**src/common/vpic_pkg.sv**
```systemverilog
package vpic_pkg;
  // register indices; byte address is four times the index
  localparam logic [11:0] IDX_FLAGS0 = 12'hfc0;
  localparam logic [11:0] IDX_EN0_HI = 12'hfc1;
  localparam logic [11:0] IDX_EN0_LO = 12'hfc2;
  localparam logic [11:0] IDX_FLAGS1 = 12'hfc3;
  localparam logic [11:0] IDX_EN1_HI = 12'hfc4;
  localparam logic [11:0] IDX_EN1_LO = 12'hfc5;
  localparam logic [11:0] IDX_FLAGS2 = 12'hfc6;
  localparam logic [11:0] IDX_EN2_HI = 12'hfc7;
  localparam logic [11:0] IDX_EN2_LO = 12'hfc8;
  localparam logic [11:0] IDX_EVT_STATUS = 12'hfc9;
  localparam logic [11:0] IDX_EVT_CLEAR = 12'hfca;
  localparam logic [11:0] IDX_EVT_ENABLE = 12'hfcb;
  localparam logic [11:0] IDX_EDGE_SEL = 12'hfcd;
  localparam logic [11:0] IDX_SHARE_SEL = 12'hfce;
  localparam logic [11:0] IDX_MASTER_CTL = 12'hfcf;
  // writable bits
  localparam logic [7:0] MASK_GROUP0 = 8'h79;
  localparam logic [7:0] MASK_GROUP1 = 8'hff;
  localparam logic [7:0] MASK_GROUP2 = 8'h0f;
  localparam logic [7:0] MASK_SHARE = 8'h4c;
  localparam logic [7:0] MASK_MASTER = 8'h80;
  localparam logic [2:0] MASK_EVT = 3'h7;
  localparam logic [7:0] RESET_BYTE = 8'h00;
  // field positions
  localparam int BIT_TIMER1 = 6;
  localparam int BIT_TIMER0 = 5;
  localparam int BIT_SER_RX = 4;
  localparam int BIT_SER_TX = 3;
  localparam int BIT_CONVERTER = 0;
  localparam int BIT_SHARE_CMP = 6;
  localparam int BIT_SHARE_PD3 = 3;
  localparam int BIT_SHARE_PD2 = 2;
  localparam int BIT_MASTER_EN = 7;
  localparam int EVT_TRAP_TAKEN = 0;
  localparam int EVT_INTR_TAKEN = 1;
  localparam int EVT_OVERRUN = 2;
  // source codes; 0 to 16 are the maskable sources in fixed order
  localparam int NUM_MASKABLE = 17;
  localparam logic [4:0] SRC_RESET = 5'h11;
  localparam logic [4:0] SRC_WATCHDOG = 5'h12;
  localparam logic [4:0] SRC_OSC_FAIL = 5'h13;
  localparam logic [4:0] SRC_WDT_OSC_FAIL = 5'h14;
  localparam logic [4:0] SRC_ILLEGAL = 5'h15;
  // vector addresses
  localparam logic [15:0] VEC_RESET = 16'h0002;
  localparam logic [15:0] VEC_WATCHDOG = 16'h0004;
  localparam logic [15:0] VEC_OSC_FAIL = 16'h003a;
  localparam logic [15:0] VEC_WDT_OSC_FAIL = 16'h003c;
  localparam logic [15:0] VEC_ILLEGAL = 16'h0006;
  localparam logic [15:0] VEC_TIMER1 = 16'h000a;
  localparam logic [15:0] VEC_TIMER0 = 16'h000c;
  localparam logic [15:0] VEC_SER_RX = 16'h000e;
  localparam logic [15:0] VEC_SER_TX = 16'h0010;
  localparam logic [15:0] VEC_CONVERTER = 16'h0016;
  localparam logic [15:0] VEC_PORTA_BASE = 16'h0018;
  localparam logic [15:0] VEC_PORTC_BASE = 16'h0030;
  localparam logic [15:0] VEC_STEP = 16'h0002;
  typedef enum logic {VPIC_IDLE = 1'b0, VPIC_PRESENT = 1'b1} vpic_state_e;
endpackage : vpic_pkg

```
**src/vpic_ctrl.sv**
```systemverilog
`timescale 1ns/1ps
//
// Contract
// - enable pair gives disabled or levels one-three
// - reset first, vector 0002H, never maskable
// - oscillator, watchdog-oscillator, illegal traps unmaskable, ordered
// - port A pins edge requests, 0018H-0026H
// - pin 6 slot shared with comparator
// - pins 3,2 slots shared with port D
// - port C pins request on both edges
// - group0 low enable layout, reserved read zero
// - group0 high enable holds companion bits
// - group2 enables bits 3-0, upper bits kept as written and read back
// - edge select picks rising or falling
// - same pair encoding for group2 bits
module vpic_ctrl #(
  parameter int ADDR_W = 14
) (
  // clock and reset
  input wire logic pclk,
  input wire logic presetn,
  // apb slave
  input wire logic psel,
  input wire logic penable,
  input wire logic pwrite,
  input wire logic [ADDR_W-1:0] paddr,
  input wire logic [31:0] pwdata,
  input wire logic [3:0] pstrb,
  output logic [31:0] prdata_q,
  output logic pready_q,
  output logic pslverr_q,
  // peripheral request pulses
  input wire logic timer1_irq,
  input wire logic timer0_irq,
  input wire logic serial_rx_irq,
  input wire logic serial_tx_irq,
  input wire logic converter_irq,
  // pin and comparator levels
  input wire logic [7:0] porta_in,
  input wire logic [3:2] portd_in,
  input wire logic comparator_out,
  input wire logic [3:0] portc_in,
  // trap pulses
  input wire logic watchdog_evt,
  input wire logic osc_fail_evt,
  input wire logic wdt_osc_fail_evt,
  input wire logic illegal_instr_evt,
  // core vector port
  input wire logic vec_ack,
  output logic vec_valid_q,
  output logic [15:0] vec_addr_q,
  output logic vec_trap_q,
  // event interrupt
  output logic irq_q
);
  import vpic_pkg::*;

  function automatic logic [15:0] vector_of(input logic [4:0] src);
    logic [15:0] v;
    v = VEC_RESET;
    case (src)
      5'h00: v = VEC_TIMER1;
      5'h01: v = VEC_TIMER0;
      5'h02: v = VEC_SER_RX;
      5'h03: v = VEC_SER_TX;
      5'h04: v = VEC_CONVERTER;
      5'h05, 5'h06, 5'h07, 5'h08, 5'h09, 5'h0a, 5'h0b, 5'h0c:
        v = VEC_PORTA_BASE + VEC_STEP * {11'h000, src - 5'h05};
      5'h0d, 5'h0e, 5'h0f, 5'h10:
        v = VEC_PORTC_BASE + VEC_STEP * {11'h000, src - 5'h0d};
      SRC_WATCHDOG: v = VEC_WATCHDOG;
      SRC_OSC_FAIL: v = VEC_OSC_FAIL;
      SRC_WDT_OSC_FAIL: v = VEC_WDT_OSC_FAIL;
      SRC_ILLEGAL: v = VEC_ILLEGAL;
      default: v = VEC_RESET;
    endcase
    return v;
  endfunction : vector_of

  function automatic logic [1:0] level_of(input logic hi, input logic lo);
    return {hi, lo};
  endfunction : level_of

  // registers
  logic [7:0] flags0_q, flags0_d, flags1_q, flags1_d, flags2_q, flags2_d;
  logic [7:0] en0_hi_q, en0_hi_d, en0_lo_q, en0_lo_d;
  logic [7:0] en1_hi_q, en1_hi_d, en1_lo_q, en1_lo_d;
  logic [7:0] en2_hi_q, en2_hi_d, en2_lo_q, en2_lo_d;
  logic [7:0] edge_sel_q, edge_sel_d, share_sel_q, share_sel_d;
  logic [7:0] master_q, master_d;
  logic [2:0] evt_status_q, evt_status_d, evt_enable_q, evt_enable_d;
  logic [31:0] prdata_d;
  logic pready_d, pslverr_d, irq_d;
  // pin history
  logic [7:0] porta_prev_q;
  logic [3:2] portd_prev_q;
  logic cmp_prev_q;
  logic [3:0] portc_prev_q;
  // trap pending
  logic reset_pend_q, reset_pend_d, wdt_pend_q, wdt_pend_d;
  logic osc_pend_q, osc_pend_d, wosc_pend_q, wosc_pend_d, ill_pend_q, ill_pend_d;
  // presentation
  vpic_state_e state_q, state_d;
  logic [4:0] sel_q, sel_d;
  logic vec_valid_d, vec_trap_d;
  logic [15:0] vec_addr_d;

  logic [ADDR_W-3:0] word_idx;
  logic access, wr_en;
  logic [7:0] wbyte;
  logic [7:0] pa_rise, pa_fall, pa_evt, grp1_evt, grp0_evt, grp2_evt;
  logic [3:0] pc_evt;
  logic cmp_evt;
  logic [3:2] pd_evt;
  logic take;
  logic [7:0] clr0, clr1, clr2;
  logic overrun;
  logic [1:0] lvl [NUM_MASKABLE];
  logic [NUM_MASKABLE-1:0] pend;
  logic [1:0] best_lvl;
  logic [4:0] best_src;
  logic best_found;

  assign word_idx = paddr[ADDR_W-1:2];
  assign access = psel & penable & ~pready_q;
  assign wr_en = psel & penable & pready_q & pwrite & pstrb[0];
  assign wbyte = pwdata[7:0];
  assign take = (state_q == VPIC_PRESENT) & vec_ack;

  // source event detection
  always_comb
  begin
    pa_rise = porta_in & ~porta_prev_q;
    pa_fall = ~porta_in & porta_prev_q;
    pa_evt = (edge_sel_q & pa_rise) | (~edge_sel_q & pa_fall);
    cmp_evt = edge_sel_q[6] ? (comparator_out & ~cmp_prev_q)
                            : (~comparator_out & cmp_prev_q);
    pd_evt = (edge_sel_q[3:2] & portd_in & ~portd_prev_q)
           | (~edge_sel_q[3:2] & ~portd_in & portd_prev_q);
    grp1_evt = pa_evt;
    if (share_sel_q[BIT_SHARE_CMP])
    begin
      grp1_evt[6] = cmp_evt;
    end
    if (share_sel_q[BIT_SHARE_PD3])
    begin
      grp1_evt[3] = pd_evt[3];
    end
    if (share_sel_q[BIT_SHARE_PD2])
    begin
      grp1_evt[2] = pd_evt[2];
    end
    pc_evt = portc_in ^ portc_prev_q;
    grp2_evt = {4'h0, pc_evt};
    grp0_evt = 8'h00;
    grp0_evt[BIT_TIMER1] = timer1_irq;
    grp0_evt[BIT_TIMER0] = timer0_irq;
    grp0_evt[BIT_SER_RX] = serial_rx_irq;
    grp0_evt[BIT_SER_TX] = serial_tx_irq;
    grp0_evt[BIT_CONVERTER] = converter_irq;
  end

  always_ff @(posedge pclk or negedge presetn)
  begin
    if (!presetn)
    begin
      porta_prev_q <= 8'h00;
      portd_prev_q <= 2'h0;
      cmp_prev_q <= 1'b0;
      portc_prev_q <= 4'h0;
    end
    else
    begin
      porta_prev_q <= porta_in;
      portd_prev_q <= portd_in;
      cmp_prev_q <= comparator_out;
      portc_prev_q <= portc_in;
    end
  end

  // per-source level and pending, then arbitration
  always_comb
  begin
    lvl[0] = level_of(en0_hi_q[BIT_TIMER1], en0_lo_q[BIT_TIMER1]);
    lvl[1] = level_of(en0_hi_q[BIT_TIMER0], en0_lo_q[BIT_TIMER0]);
    lvl[2] = level_of(en0_hi_q[BIT_SER_RX], en0_lo_q[BIT_SER_RX]);
    lvl[3] = level_of(en0_hi_q[BIT_SER_TX], en0_lo_q[BIT_SER_TX]);
    lvl[4] = level_of(en0_hi_q[BIT_CONVERTER], en0_lo_q[BIT_CONVERTER]);
    pend[0] = flags0_q[BIT_TIMER1];
    pend[1] = flags0_q[BIT_TIMER0];
    pend[2] = flags0_q[BIT_SER_RX];
    pend[3] = flags0_q[BIT_SER_TX];
    pend[4] = flags0_q[BIT_CONVERTER];
    for (int i = 0; i < 8; i++)
    begin
      lvl[5 + i] = level_of(en1_hi_q[7 - i], en1_lo_q[7 - i]);
      pend[5 + i] = flags1_q[7 - i];
    end
    for (int i = 0; i < 4; i++)
    begin
      lvl[13 + i] = level_of(en2_hi_q[3 - i], en2_lo_q[3 - i]);
      pend[13 + i] = flags2_q[3 - i];
    end
    best_lvl = 2'h0;
    best_src = 5'h00;
    best_found = 1'b0;
    for (int i = 0; i < NUM_MASKABLE; i++)
    begin
      if (pend[i] && (lvl[i] > best_lvl))
      begin
        best_lvl = lvl[i];
        best_src = 5'(i);
        best_found = 1'b1;
      end
    end
  end

  // vector presentation to the core
  always_comb
  begin
    state_d = state_q;
    sel_d = sel_q;
    vec_valid_d = vec_valid_q;
    vec_trap_d = vec_trap_q;
    vec_addr_d = vec_addr_q;
    case (state_q)
      VPIC_IDLE:
      begin
        vec_valid_d = 1'b1;
        vec_trap_d = 1'b1;
        state_d = VPIC_PRESENT;
        if (reset_pend_q)
        begin
          sel_d = SRC_RESET;
        end
        else if (wdt_pend_q)
        begin
          sel_d = SRC_WATCHDOG;
        end
        else if (osc_pend_q)
        begin
          sel_d = SRC_OSC_FAIL;
        end
        else if (wosc_pend_q)
        begin
          sel_d = SRC_WDT_OSC_FAIL;
        end
        else if (ill_pend_q)
        begin
          sel_d = SRC_ILLEGAL;
        end
        else if (best_found && master_q[BIT_MASTER_EN])
        begin
          sel_d = best_src;
          vec_trap_d = 1'b0;
        end
        else
        begin
          vec_valid_d = 1'b0;
          vec_trap_d = 1'b0;
          state_d = VPIC_IDLE;
        end
        vec_addr_d = vector_of(sel_d);
      end
      VPIC_PRESENT:
      begin
        if (vec_ack)
        begin
          vec_valid_d = 1'b0;
          vec_trap_d = 1'b0;
          state_d = VPIC_IDLE;
        end
      end
      default:
      begin
        state_d = VPIC_IDLE;
        vec_valid_d = 1'b0;
      end
    endcase
  end

  // flags and trap pending; a new event wins over a clear
  always_comb
  begin
    clr0 = 8'h00;
    clr1 = 8'h00;
    clr2 = 8'h00;
    if (take && (sel_q < 5'(NUM_MASKABLE)))
    begin
      case (sel_q)
        5'h00: clr0[BIT_TIMER1] = 1'b1;
        5'h01: clr0[BIT_TIMER0] = 1'b1;
        5'h02: clr0[BIT_SER_RX] = 1'b1;
        5'h03: clr0[BIT_SER_TX] = 1'b1;
        5'h04: clr0[BIT_CONVERTER] = 1'b1;
        5'h0d, 5'h0e, 5'h0f, 5'h10: clr2[3'(5'h10 - sel_q)] = 1'b1;
        default: clr1[3'(5'h0c - sel_q)] = 1'b1;
      endcase
    end
    flags0_d = flags0_q & ~clr0;
    flags1_d = flags1_q & ~clr1;
    flags2_d = flags2_q & ~clr2;
    if (wr_en && (word_idx == IDX_FLAGS0))
    begin
      flags0_d = wbyte & ~clr0;
    end
    if (wr_en && (word_idx == IDX_FLAGS1))
    begin
      flags1_d = wbyte & ~clr1;
    end
    if (wr_en && (word_idx == IDX_FLAGS2))
    begin
      flags2_d = wbyte & ~clr2;
    end
    flags0_d = (flags0_d | grp0_evt) & MASK_GROUP0;
    flags1_d = (flags1_d | grp1_evt) & MASK_GROUP1;
    flags2_d = (flags2_d | grp2_evt) & MASK_GROUP2;
    overrun = |(flags0_q & grp0_evt & ~clr0) | |(flags1_q & grp1_evt & ~clr1)
            | |(flags2_q & grp2_evt & ~clr2);
    reset_pend_d = reset_pend_q & ~(take && (sel_q == SRC_RESET));
    wdt_pend_d = watchdog_evt | (wdt_pend_q & ~(take && (sel_q == SRC_WATCHDOG)));
    osc_pend_d = osc_fail_evt | (osc_pend_q & ~(take && (sel_q == SRC_OSC_FAIL)));
    wosc_pend_d = wdt_osc_fail_evt
                | (wosc_pend_q & ~(take && (sel_q == SRC_WDT_OSC_FAIL)));
    ill_pend_d = illegal_instr_evt | (ill_pend_q & ~(take && (sel_q == SRC_ILLEGAL)));
  end

  // apb register file
  always_comb
  begin
    en0_hi_d = en0_hi_q;
    en0_lo_d = en0_lo_q;
    en1_hi_d = en1_hi_q;
    en1_lo_d = en1_lo_q;
    en2_hi_d = en2_hi_q;
    en2_lo_d = en2_lo_q;
    edge_sel_d = edge_sel_q;
    share_sel_d = share_sel_q;
    master_d = master_q;
    evt_enable_d = evt_enable_q;
    evt_status_d = evt_status_q;
    if (wr_en)
    begin
      if (word_idx == IDX_EN0_HI)
      begin
        en0_hi_d = wbyte;
      end
      else if (word_idx == IDX_EN0_LO)
      begin
        en0_lo_d = wbyte & MASK_GROUP0;
      end
      else if (word_idx == IDX_EN1_HI)
      begin
        en1_hi_d = wbyte;
      end
      else if (word_idx == IDX_EN1_LO)
      begin
        en1_lo_d = wbyte;
      end
      else if (word_idx == IDX_EN2_HI)
      begin
        en2_hi_d = wbyte;
      end
      else if (word_idx == IDX_EN2_LO)
      begin
        en2_lo_d = wbyte;
      end
      else if (word_idx == IDX_EDGE_SEL)
      begin
        edge_sel_d = wbyte;
      end
      else if (word_idx == IDX_SHARE_SEL)
      begin
        share_sel_d = wbyte & MASK_SHARE;
      end
      else if (word_idx == IDX_MASTER_CTL)
      begin
        master_d = wbyte & MASK_MASTER;
      end
      else if (word_idx == IDX_EVT_ENABLE)
      begin
        evt_enable_d = wbyte[2:0] & MASK_EVT;
      end
      else if (word_idx == IDX_EVT_CLEAR)
      begin
        evt_status_d = evt_status_q & ~wbyte[2:0];
      end
    end
    evt_status_d[EVT_TRAP_TAKEN] = evt_status_d[EVT_TRAP_TAKEN] | (take & vec_trap_q);
    evt_status_d[EVT_INTR_TAKEN] = evt_status_d[EVT_INTR_TAKEN] | (take & ~vec_trap_q);
    evt_status_d[EVT_OVERRUN] = evt_status_d[EVT_OVERRUN] | overrun;
    irq_d = |(evt_status_d & evt_enable_d);
    pready_d = access;
    pslverr_d = 1'b0;
    prdata_d = 32'h0000_0000;
    if (access && !pwrite)
    begin
      if (word_idx == IDX_FLAGS0)
      begin
        prdata_d[7:0] = flags0_q;
      end
      else if (word_idx == IDX_EN0_HI)
      begin
        prdata_d[7:0] = en0_hi_q;
      end
      else if (word_idx == IDX_EN0_LO)
      begin
        prdata_d[7:0] = en0_lo_q & MASK_GROUP0;
      end
      else if (word_idx == IDX_FLAGS1)
      begin
        prdata_d[7:0] = flags1_q;
      end
      else if (word_idx == IDX_EN1_HI)
      begin
        prdata_d[7:0] = en1_hi_q;
      end
      else if (word_idx == IDX_EN1_LO)
      begin
        prdata_d[7:0] = en1_lo_q;
      end
      else if (word_idx == IDX_FLAGS2)
      begin
        prdata_d[7:0] = flags2_q;
      end
      else if (word_idx == IDX_EN2_HI)
      begin
        prdata_d[7:0] = en2_hi_q;
      end
      else if (word_idx == IDX_EN2_LO)
      begin
        prdata_d[7:0] = en2_lo_q;
      end
      else if (word_idx == IDX_EDGE_SEL)
      begin
        prdata_d[7:0] = edge_sel_q;
      end
      else if (word_idx == IDX_SHARE_SEL)
      begin
        prdata_d[7:0] = share_sel_q;
      end
      else if (word_idx == IDX_MASTER_CTL)
      begin
        prdata_d[7:0] = master_q;
      end
      else if (word_idx == IDX_EVT_STATUS)
      begin
        prdata_d[2:0] = evt_status_q;
      end
      else if (word_idx == IDX_EVT_ENABLE)
      begin
        prdata_d[2:0] = evt_enable_q;
      end
      else if (word_idx != IDX_EVT_CLEAR)
      begin
        pslverr_d = 1'b1;
      end
    end
    else if (access && pwrite)
    begin
      if ((word_idx < IDX_FLAGS0) || (word_idx > IDX_MASTER_CTL) || (word_idx == 12'hfcc))
      begin
        pslverr_d = 1'b1;
      end
    end
  end

  always_ff @(posedge pclk or negedge presetn)
  begin
    if (!presetn)
    begin
      flags0_q <= RESET_BYTE;
      flags1_q <= RESET_BYTE;
      flags2_q <= RESET_BYTE;
      en0_hi_q <= RESET_BYTE;
      en0_lo_q <= RESET_BYTE;
      en1_hi_q <= RESET_BYTE;
      en1_lo_q <= RESET_BYTE;
      en2_hi_q <= RESET_BYTE;
      en2_lo_q <= RESET_BYTE;
      edge_sel_q <= RESET_BYTE;
      share_sel_q <= RESET_BYTE;
      master_q <= RESET_BYTE;
      evt_status_q <= 3'h0;
      evt_enable_q <= 3'h0;
      irq_q <= 1'b0;
      prdata_q <= 32'h0000_0000;
      pready_q <= 1'b0;
      pslverr_q <= 1'b0;
      reset_pend_q <= 1'b1;
      wdt_pend_q <= 1'b0;
      osc_pend_q <= 1'b0;
      wosc_pend_q <= 1'b0;
      ill_pend_q <= 1'b0;
      state_q <= VPIC_IDLE;
      sel_q <= 5'h00;
      vec_valid_q <= 1'b0;
      vec_trap_q <= 1'b0;
      vec_addr_q <= 16'h0000;
    end
    else
    begin
      flags0_q <= flags0_d;
      flags1_q <= flags1_d;
      flags2_q <= flags2_d;
      en0_hi_q <= en0_hi_d;
      en0_lo_q <= en0_lo_d;
      en1_hi_q <= en1_hi_d;
      en1_lo_q <= en1_lo_d;
      en2_hi_q <= en2_hi_d;
      en2_lo_q <= en2_lo_d;
      edge_sel_q <= edge_sel_d;
      share_sel_q <= share_sel_d;
      master_q <= master_d;
      evt_status_q <= evt_status_d;
      evt_enable_q <= evt_enable_d;
      irq_q <= irq_d;
      prdata_q <= prdata_d;
      pready_q <= pready_d;
      pslverr_q <= pslverr_d;
      reset_pend_q <= reset_pend_d;
      wdt_pend_q <= wdt_pend_d;
      osc_pend_q <= osc_pend_d;
      wosc_pend_q <= wosc_pend_d;
      ill_pend_q <= ill_pend_d;
      state_q <= state_d;
      sel_q <= sel_d;
      vec_valid_q <= vec_valid_d;
      vec_trap_q <= vec_trap_d;
      vec_addr_q <= vec_addr_d;
    end
  end
endmodule : vpic_ctrl
```
**config.mk**
```make
export PLATFORM = sky130hd
export DESIGN_NAME = vpic_ctrl
export DESIGN_NICKNAME = d
export VERILOG_FILES = /design/src/common/vpic_pkg.sv /design/src/vpic_ctrl.sv
export SDC_FILE = /design/constraint.sdc
export NUM_CORES = 1
export LEC_CHECK = 0
export CAP_MARGIN = 20
export CORE_ASPECT_RATIO = 0.9
export CORE_MARGIN = 3
export CORE_UTILIZATION = 59
export CTS_CLUSTER_DIAMETER = 200
export DETAILED_ROUTE_END_ITERATION = 7
export DONT_BUFFER_PORTS = 1
export GPL_ROUTABILITY_DRIVEN = 0
export PLACE_DENSITY = 0.86
export SLEW_MARGIN = 20
export SYNTH_ARGS = -nofsm -noshare
export SYNTH_HDL_FRONTEND = slang
export SYNTH_SLANG_ARGS = --single-unit
```
**constraint.sdc**
```tcl
create_clock -name pclk -period 18.72 [get_ports pclk]
set_clock_uncertainty 0.2 [all_clocks]
set_input_delay 3.744 -clock pclk [delete_from_list [all_inputs] [get_ports pclk]]
set_output_delay 3.744 -clock pclk [all_outputs]
set_load 0.02 [all_outputs]
```
== After elaboration in Yosys (flattened, before gate mapping) ==
Cells that the tools add are included.
Cells by class
  $add $sub $neg: 6
  magnitude comparators: 24
  equal/unequal tests: 51
  mux-type cells: 152
  bitwise logic cells: 80
  reductions and logical operators: 53
Operator list (count)
  $eq A12 B12 Y1 const B: 16
  $mux W8: 17
  $mux W5: 23
  $mux W3: 26
  $pmux W7 S11: 1
  $and A8 B8 Y8: 8
  $mux W1: 61
  $eq A5 B4 Y1 const B: 11
  $eq A5 B5 Y1 const B: 11
  $not A8 Y8: 5
  $gt A2 B2 Y1: 16
  $mux W2: 16
  $reduce_or A8 Y1: 4
  $logic_and A1 B1 Y1: 31
  $eq A5 B3 Y1 const B: 5
  $and A7 B7 Y7: 3
  $eq A5 B2 Y1 const B: 4
  $not A1 Y1: 18
  $or A8 B8 Y8: 2
  $and A1 B1 Y1: 15
  $and A4 B4 Y4: 3
  $gt A12 B12 Y1 const B: 1
  $lt A12 B12 Y1 const B: 1
  $ne A12 B12 Y1 const B: 1
  43 further kinds: 67
Storage, ports and cells
  flip-flop bits (word level): 135
  output and inout bits: 53
  logic and storage cells: 398

== Longest topological paths before layout ==
  depth after elaboration: 62
  gate-level depth with buffers: 109
  depth with buffers taken out: 109

== Worst setup path before layout ==
No wires, ideal clock.
  path kind: flip-flop to flip-flop
  from: register flags0_q[6]
  to: register vec_addr_q[5]
  library setup time: 0.073 ns
  arrival: 17.929 ns
  data required time: 18.447 ns
  path slack: 0.518 ns
  cell stages (with the launch flop): 102
  path buffers: 0
  cells stage by stage: dfrtp_1 nand2_1 ha_1 nor2b_4 o21ai_0 o21ai_0 ha_1 nor2_1 nor2_1 a2bb2oi_1 a31oi_1 mux2i_1 inv_1 ha_1 nor2_1 o211a_1 o211ai_1 nand2_1 [66 not listed] a211o_1 inv_1 nor3_1 a21oi_1 o21ai_0 ha_1 nand2_1 o211a_1 o41a_1 o221a_4 o211ai_4 a21oi_1 or2_1 ha_1 a21oi_1 o2bb2ai_1 o32a_1 a21oi_2
Between the ends
  cells in the longest elaborated chain, start to end: 61
  elaborated cells on any way between the ends: 118
  classes of those cells: add/sub (4); order compare (16); eq/ne (20); mux (57); reduce/logical (21)
RTL lines
  start: declaration: line vpic_ctrl.sv:85  | logic [7:0] flags0_q, flags0_d, flags1_q, flags1_d, flags2_q, flags2_d;
  start signal: assignment: line vpic_ctrl.sv:503  | flags0_q <= flags0_d;
  $logic_and A1 B1 Y1 (*): line vpic_ctrl.sv:209  | if (pend[i] && (lvl[i] > best_lvl))
  $mux W2: line vpic_ctrl.sv:209
  $gt A2 B2 Y1: line vpic_ctrl.sv:209
  $logic_and A1 B1 Y1: line vpic_ctrl.sv:209
  $mux W2: line vpic_ctrl.sv:209
  $gt A2 B2 Y1: line vpic_ctrl.sv:209
  $logic_and A1 B1 Y1: line vpic_ctrl.sv:209
  $mux W2: line vpic_ctrl.sv:209
  [45 not listed]
  $mux W5 (*): line vpic_ctrl.sv:244  | else if (wosc_pend_q)
  $mux W5 (*): line vpic_ctrl.sv:240  | else if (osc_pend_q)
  $mux W5 (*): line vpic_ctrl.sv:236  | else if (wdt_pend_q)
  $mux W5 (*): line vpic_ctrl.sv:232  | if (reset_pend_q)
  $mux W5 (*): line vpic_ctrl.sv:226  | case (state_q)
  $sub A5 B4 Y5, or another cell as far along: line vpic_ctrl.sv:70  | v = VEC_PORTC_BASE + VEC_STEP * {11'h000, src - 5'h0d};
  $add A6 B6 Y7, or another cell as far along: line vpic_ctrl.sv:70
  $pmux W7 S11 (*): line vpic_ctrl.sv:61  | case (src)
  end signal: assignment: line vpic_ctrl.sv:530  | vec_addr_q <= vec_addr_d;
  end: declaration: line vpic_ctrl.sv:51  | output logic [15:0] vec_addr_q,
Every way passes the cells marked *; elsewhere a longest branch is shown, timed or not. The select of a mux whose other input is x is not followed.
A chain may end at the register's enable or synchronous reset.

== Worst setup path after layout ==
Same ends and word-level chain as after synthesis.

==> key figures <==
Detailed routing
  • Metal3 WL: 3.67 mm
  • DRC Markers: 0
  • Vias post-DR: 8240
  • First-pass DRT Iterations: 8
  • ANT nets after route: 0
  • 1st-iter DRT viols: 1340
  • Average vias per placed instance: 7.17
  • WL met2: 12.5 mm
  • WL final: 27.8 mm
  • Top layer in use: met4
  • M1 WL: 9.62 mm
  • WL/cell: 24.2 µm

Global route
  • Number of global-route vias before repair: 7097
  • GRT Util Overall: 0.305
  • Largest net degree at the start of global routing: 126
  • First-pass GRT wire length: 36.7 mm
  • Initial antenna violation count: 0
  • Remaining global-route overflow: 0

Critical path
  • Setup Crit Path Kind: reg2reg
  • Worst Path Arrival: 19.60 ns
  • CP most frequent cell: nor2_2
  • CP startpoint kind: register
  • Max stage delay on crit path: 0.45 ns
  • Critical Path RT: 18.87 ns
  • Setup crit end kind: register
  • Worst path slowest cell: dfrtp_1
  • Largest fanout on the critical path: 4

Synth
  • YS warnings: 0
  • Area of the mapped netlist: 0.00825 mm²
  • Top cell type's share of synthesized area: 0.376
  • #FFs+latches synth: 125
  • Area contributors post-synth: dfrtp_1, mux2_2, nand2_1
  • Cells after Synth: 902
  • Synth cell types: 86
  • Seq/Total Area, Yosys: 0.380
  • Syn_area_per_cell: 9.14 µm²
  • Async set-or-reset flop fraction in the synthesized netlist: 1.00
  • Synth Flop Type: dfrtp_1
  • Area leader, netlist: dfrtp_1
  • Post-synth EDFFs: 0

Clock tree
  • Worst-path clk slew: 0.06 ns
  • Clk buf depth: 2
  • Root Driver: clkbuf_16
  • TritonCTS clock tree: built
  • Clock sink total: 125
  • Clock latency on the worst-skew pair: 0.43 ns
  • Htree depth: 4
  • CTS Buf Count: 17

Power
  • Power Density: 68.5 mW/mm²
  • Peak supply drop: 98.9 µV
  • Leakage power: 4.27 nW

Die
  • Die Wd: 131 µm
  • Die area: 0.0154 mm²
  • Die height: 118 µm
  • Std-Cell Core Area: 0.0135 mm²
  • Core Rows: 40
  • I/O pin count: 133
  • Initial Utilization: 0.610

Layout
  • # nets final: 1075
  • Area growth syn-to-layout: 18.9%
  • Antenna diode count: 0
  • Final Util: 0.726
  • Share of layout cells above drive strength 1: 0.283
  • Non-Filler Instances: 1149

Timing
  • Final WS setup: -0.728 ns
  • Period utilisation layout: 1.04
  • Period minus WS final: 19.45 ns
  • Unrepaired setup endpoints after global routing: yes
  • Slew @ Worst Pin: 1.04 ns
  • Fmax: 51.4 MHz
  • Relative slew slack: 0.299
  • Final setup viols: 6
  • Final Max Tran Viols: 0
  • Final hold vios: 0

Outcome
  • Status: finished, violations left
  • Failing checks: negative setup slack

Job
  • Max Cap Viol: 0

Hold path
  • HP Class: reg2reg

Place
  • Placed Cells: 1087
  • Number of port buffers: 0
  • Post-DP HPWL: 16.6 mm
worst max-delay path, delay by kind of cell (launching register included):
kind                     cells  cell delay, ns
multiplexers                 3            1.09
AND/OR/NAND/NOR             38            3.80
AO/OA/AOI/OAI               43            8.34
buffers and inverters        5            0.52
adder cells (fa/ha/maj)     18            4.95
flip-flops                   1            0.45
flip-flops by register name, summed over array words and instances, names as in the netlist, 2 cells and up:
signal / cells
edge_sel_q: 8
en0_hi_q: 8
en1_hi_q: 8
en1_lo_q: 8
en2_hi_q: 8
en2_lo_q: 8
flags1_q: 8
porta_prev_q: 8
prdata_q: 8
vec_addr_q: 6
en0_lo_q: 5
flags0_q: 5
sel_q: 5
flags2_q: 4
portc_prev_q: 4
evt_enable_q: 3
evt_status_q: 3
share_sel_q: 3
portd_prev_q: 2
power by group:
part	internal (W)	switching, W
clock network	0.000184	0.000133
registers	0.000278	0.0000147
logic	0.0000238	0.0000378
metal layers:
metal | vias to the layer above | GRT usage
met1 | 3859 | 0.399
met2 | 730 | 0.462
li1 | 3410 | -
met3 | 241 | 0.103
met4 | 0 | 0.127
met5 | - | 0
stage by stage:
| step | instance area [µm²] | hold WS (ns) | TNS, ns | setup slack [ns] | power [W] |
|---|---|---|---|---|---|
| after floorplan | 8370 | 0.257 | 0 | 0.518 | 0.000343 |
| after global placement | 8570 | 0.276 | -0.0401 | -0.0266 | 0.000349 |
| after detailed placement | 8570 | 0.280 | -2.96 | -0.560 | 0.000351 |
| after CTS | 9180 | 0.289 | 0 | 0.0160 | 0.000664 |
| after global routing | 9800 | 0.296 | -10.20 | -1.46 | 0.000691 |
| final | 9800 | 0.288 | -3.54 | -0.728 | 0.000672 |
area by class of cell:
| type | count | area [µm²] |
|---|---|---|
| Multi-Input combinational cell | 699 | 5130 |
| Clock inverter | 14 | 136 |
| Fill cell | 856 | 3710 |
| Inverter | 46 | 173 |
| Clock buffer | 18 | 429 |
| Tap cell | 168 | 210 |
| Sequential cell | 125 | 3130 |
| Timing Repair Buffer | 79 | 597 |
worst paths after layout:
path                              startpoint            end  slack, ns  cells after the start
max in group asynchronous            presetn    en1_hi_q[5]      15.25                      0
worst max-delay path             flags0_q[6]  vec_addr_q[5]      -0.73                    107
min in group asynchronous            presetn     wdt_pend_q       2.82                      0
worst min-delay path            reset_pend_q   reset_pend_q       0.29                      2
worst max register to register   flags0_q[6]  vec_addr_q[5]      -0.73                    107
worst min register to register  reset_pend_q   reset_pend_q       0.29                      2
cell usage after synthesis, types with 4 or more instances:
master / n
dfrtp_1: 124
nand2_1: 96
nor2_1: 79
mux2_2: 66
o21ai_0: 52
inv_1: 46
a21oi_1: 42
buf_4: 35
ha_1: 27
nand3_1: 27
clkbuf_1: 24
mux2i_1: 21
nor3_1: 21
a31oi_1: 14
a21o_1: 13
and2_1: 12
a221oi_1: 11
nand4_1: 10
o211ai_1: 10
a22oi_1: 8
nand2b_1: 7
nor2b_1: 7
nor4_1: 7
xnor2_1: 7
o21a_1: 6
o22ai_1: 6
o31ai_1: 6
a222oi_1: 5
o2111a_1: 5
o31a_1: 5
or2_2: 5
a22o_1: 4
and3_1: 4
o21bai_1: 4
placed cells by master (no fill, tap or decap), types with 6 or more instances in the layout:
cell       instances
xnor2_1            6
a221oi_1          11
o21ai_0           40
nor3_1            20
nand2_1           86
a21oi_2            7
nor2_2            12
a21o_1            13
o211ai_1          10
clkbuf_16         17
nand4_1           10
nand2_2           10
mux2i_1           21
mux2_2            64
nor4_1             6
dfrtp_1          124
a22oi_1            8
nor2_1            62
o21ai_1            7
and2_1            10
nand2b_1           7
inv_1             43
nor2b_1            6
ha_1              12
o21a_1             6
ha_4              11
o21ai_2            7
nand3_1           26
a31oi_1           13
conb_1            34
buf_4             78
a21oi_1           35
logic make-up after synthesis:
kind of cell / share of synthesized area
simple gates: 0.164
compound gates: 0.219
mux: 0.118
flops: 0.380
fa+ha+maj: 0.0436
xor+xnor: 0.00850
buf+inv: 0.0669
other cells: 0.000455
repair_timing:
item	4_1_cts	5_1_grt
hold buffers	0	0
resized for setup	15	93
pin swaps	3	73
setup endpoints to repair	6	12
hold endpoints to repair	0	0
setup buffers	2	28
gates cloned	0	0
Note: power is estimated with default switching activity, not from simulation.
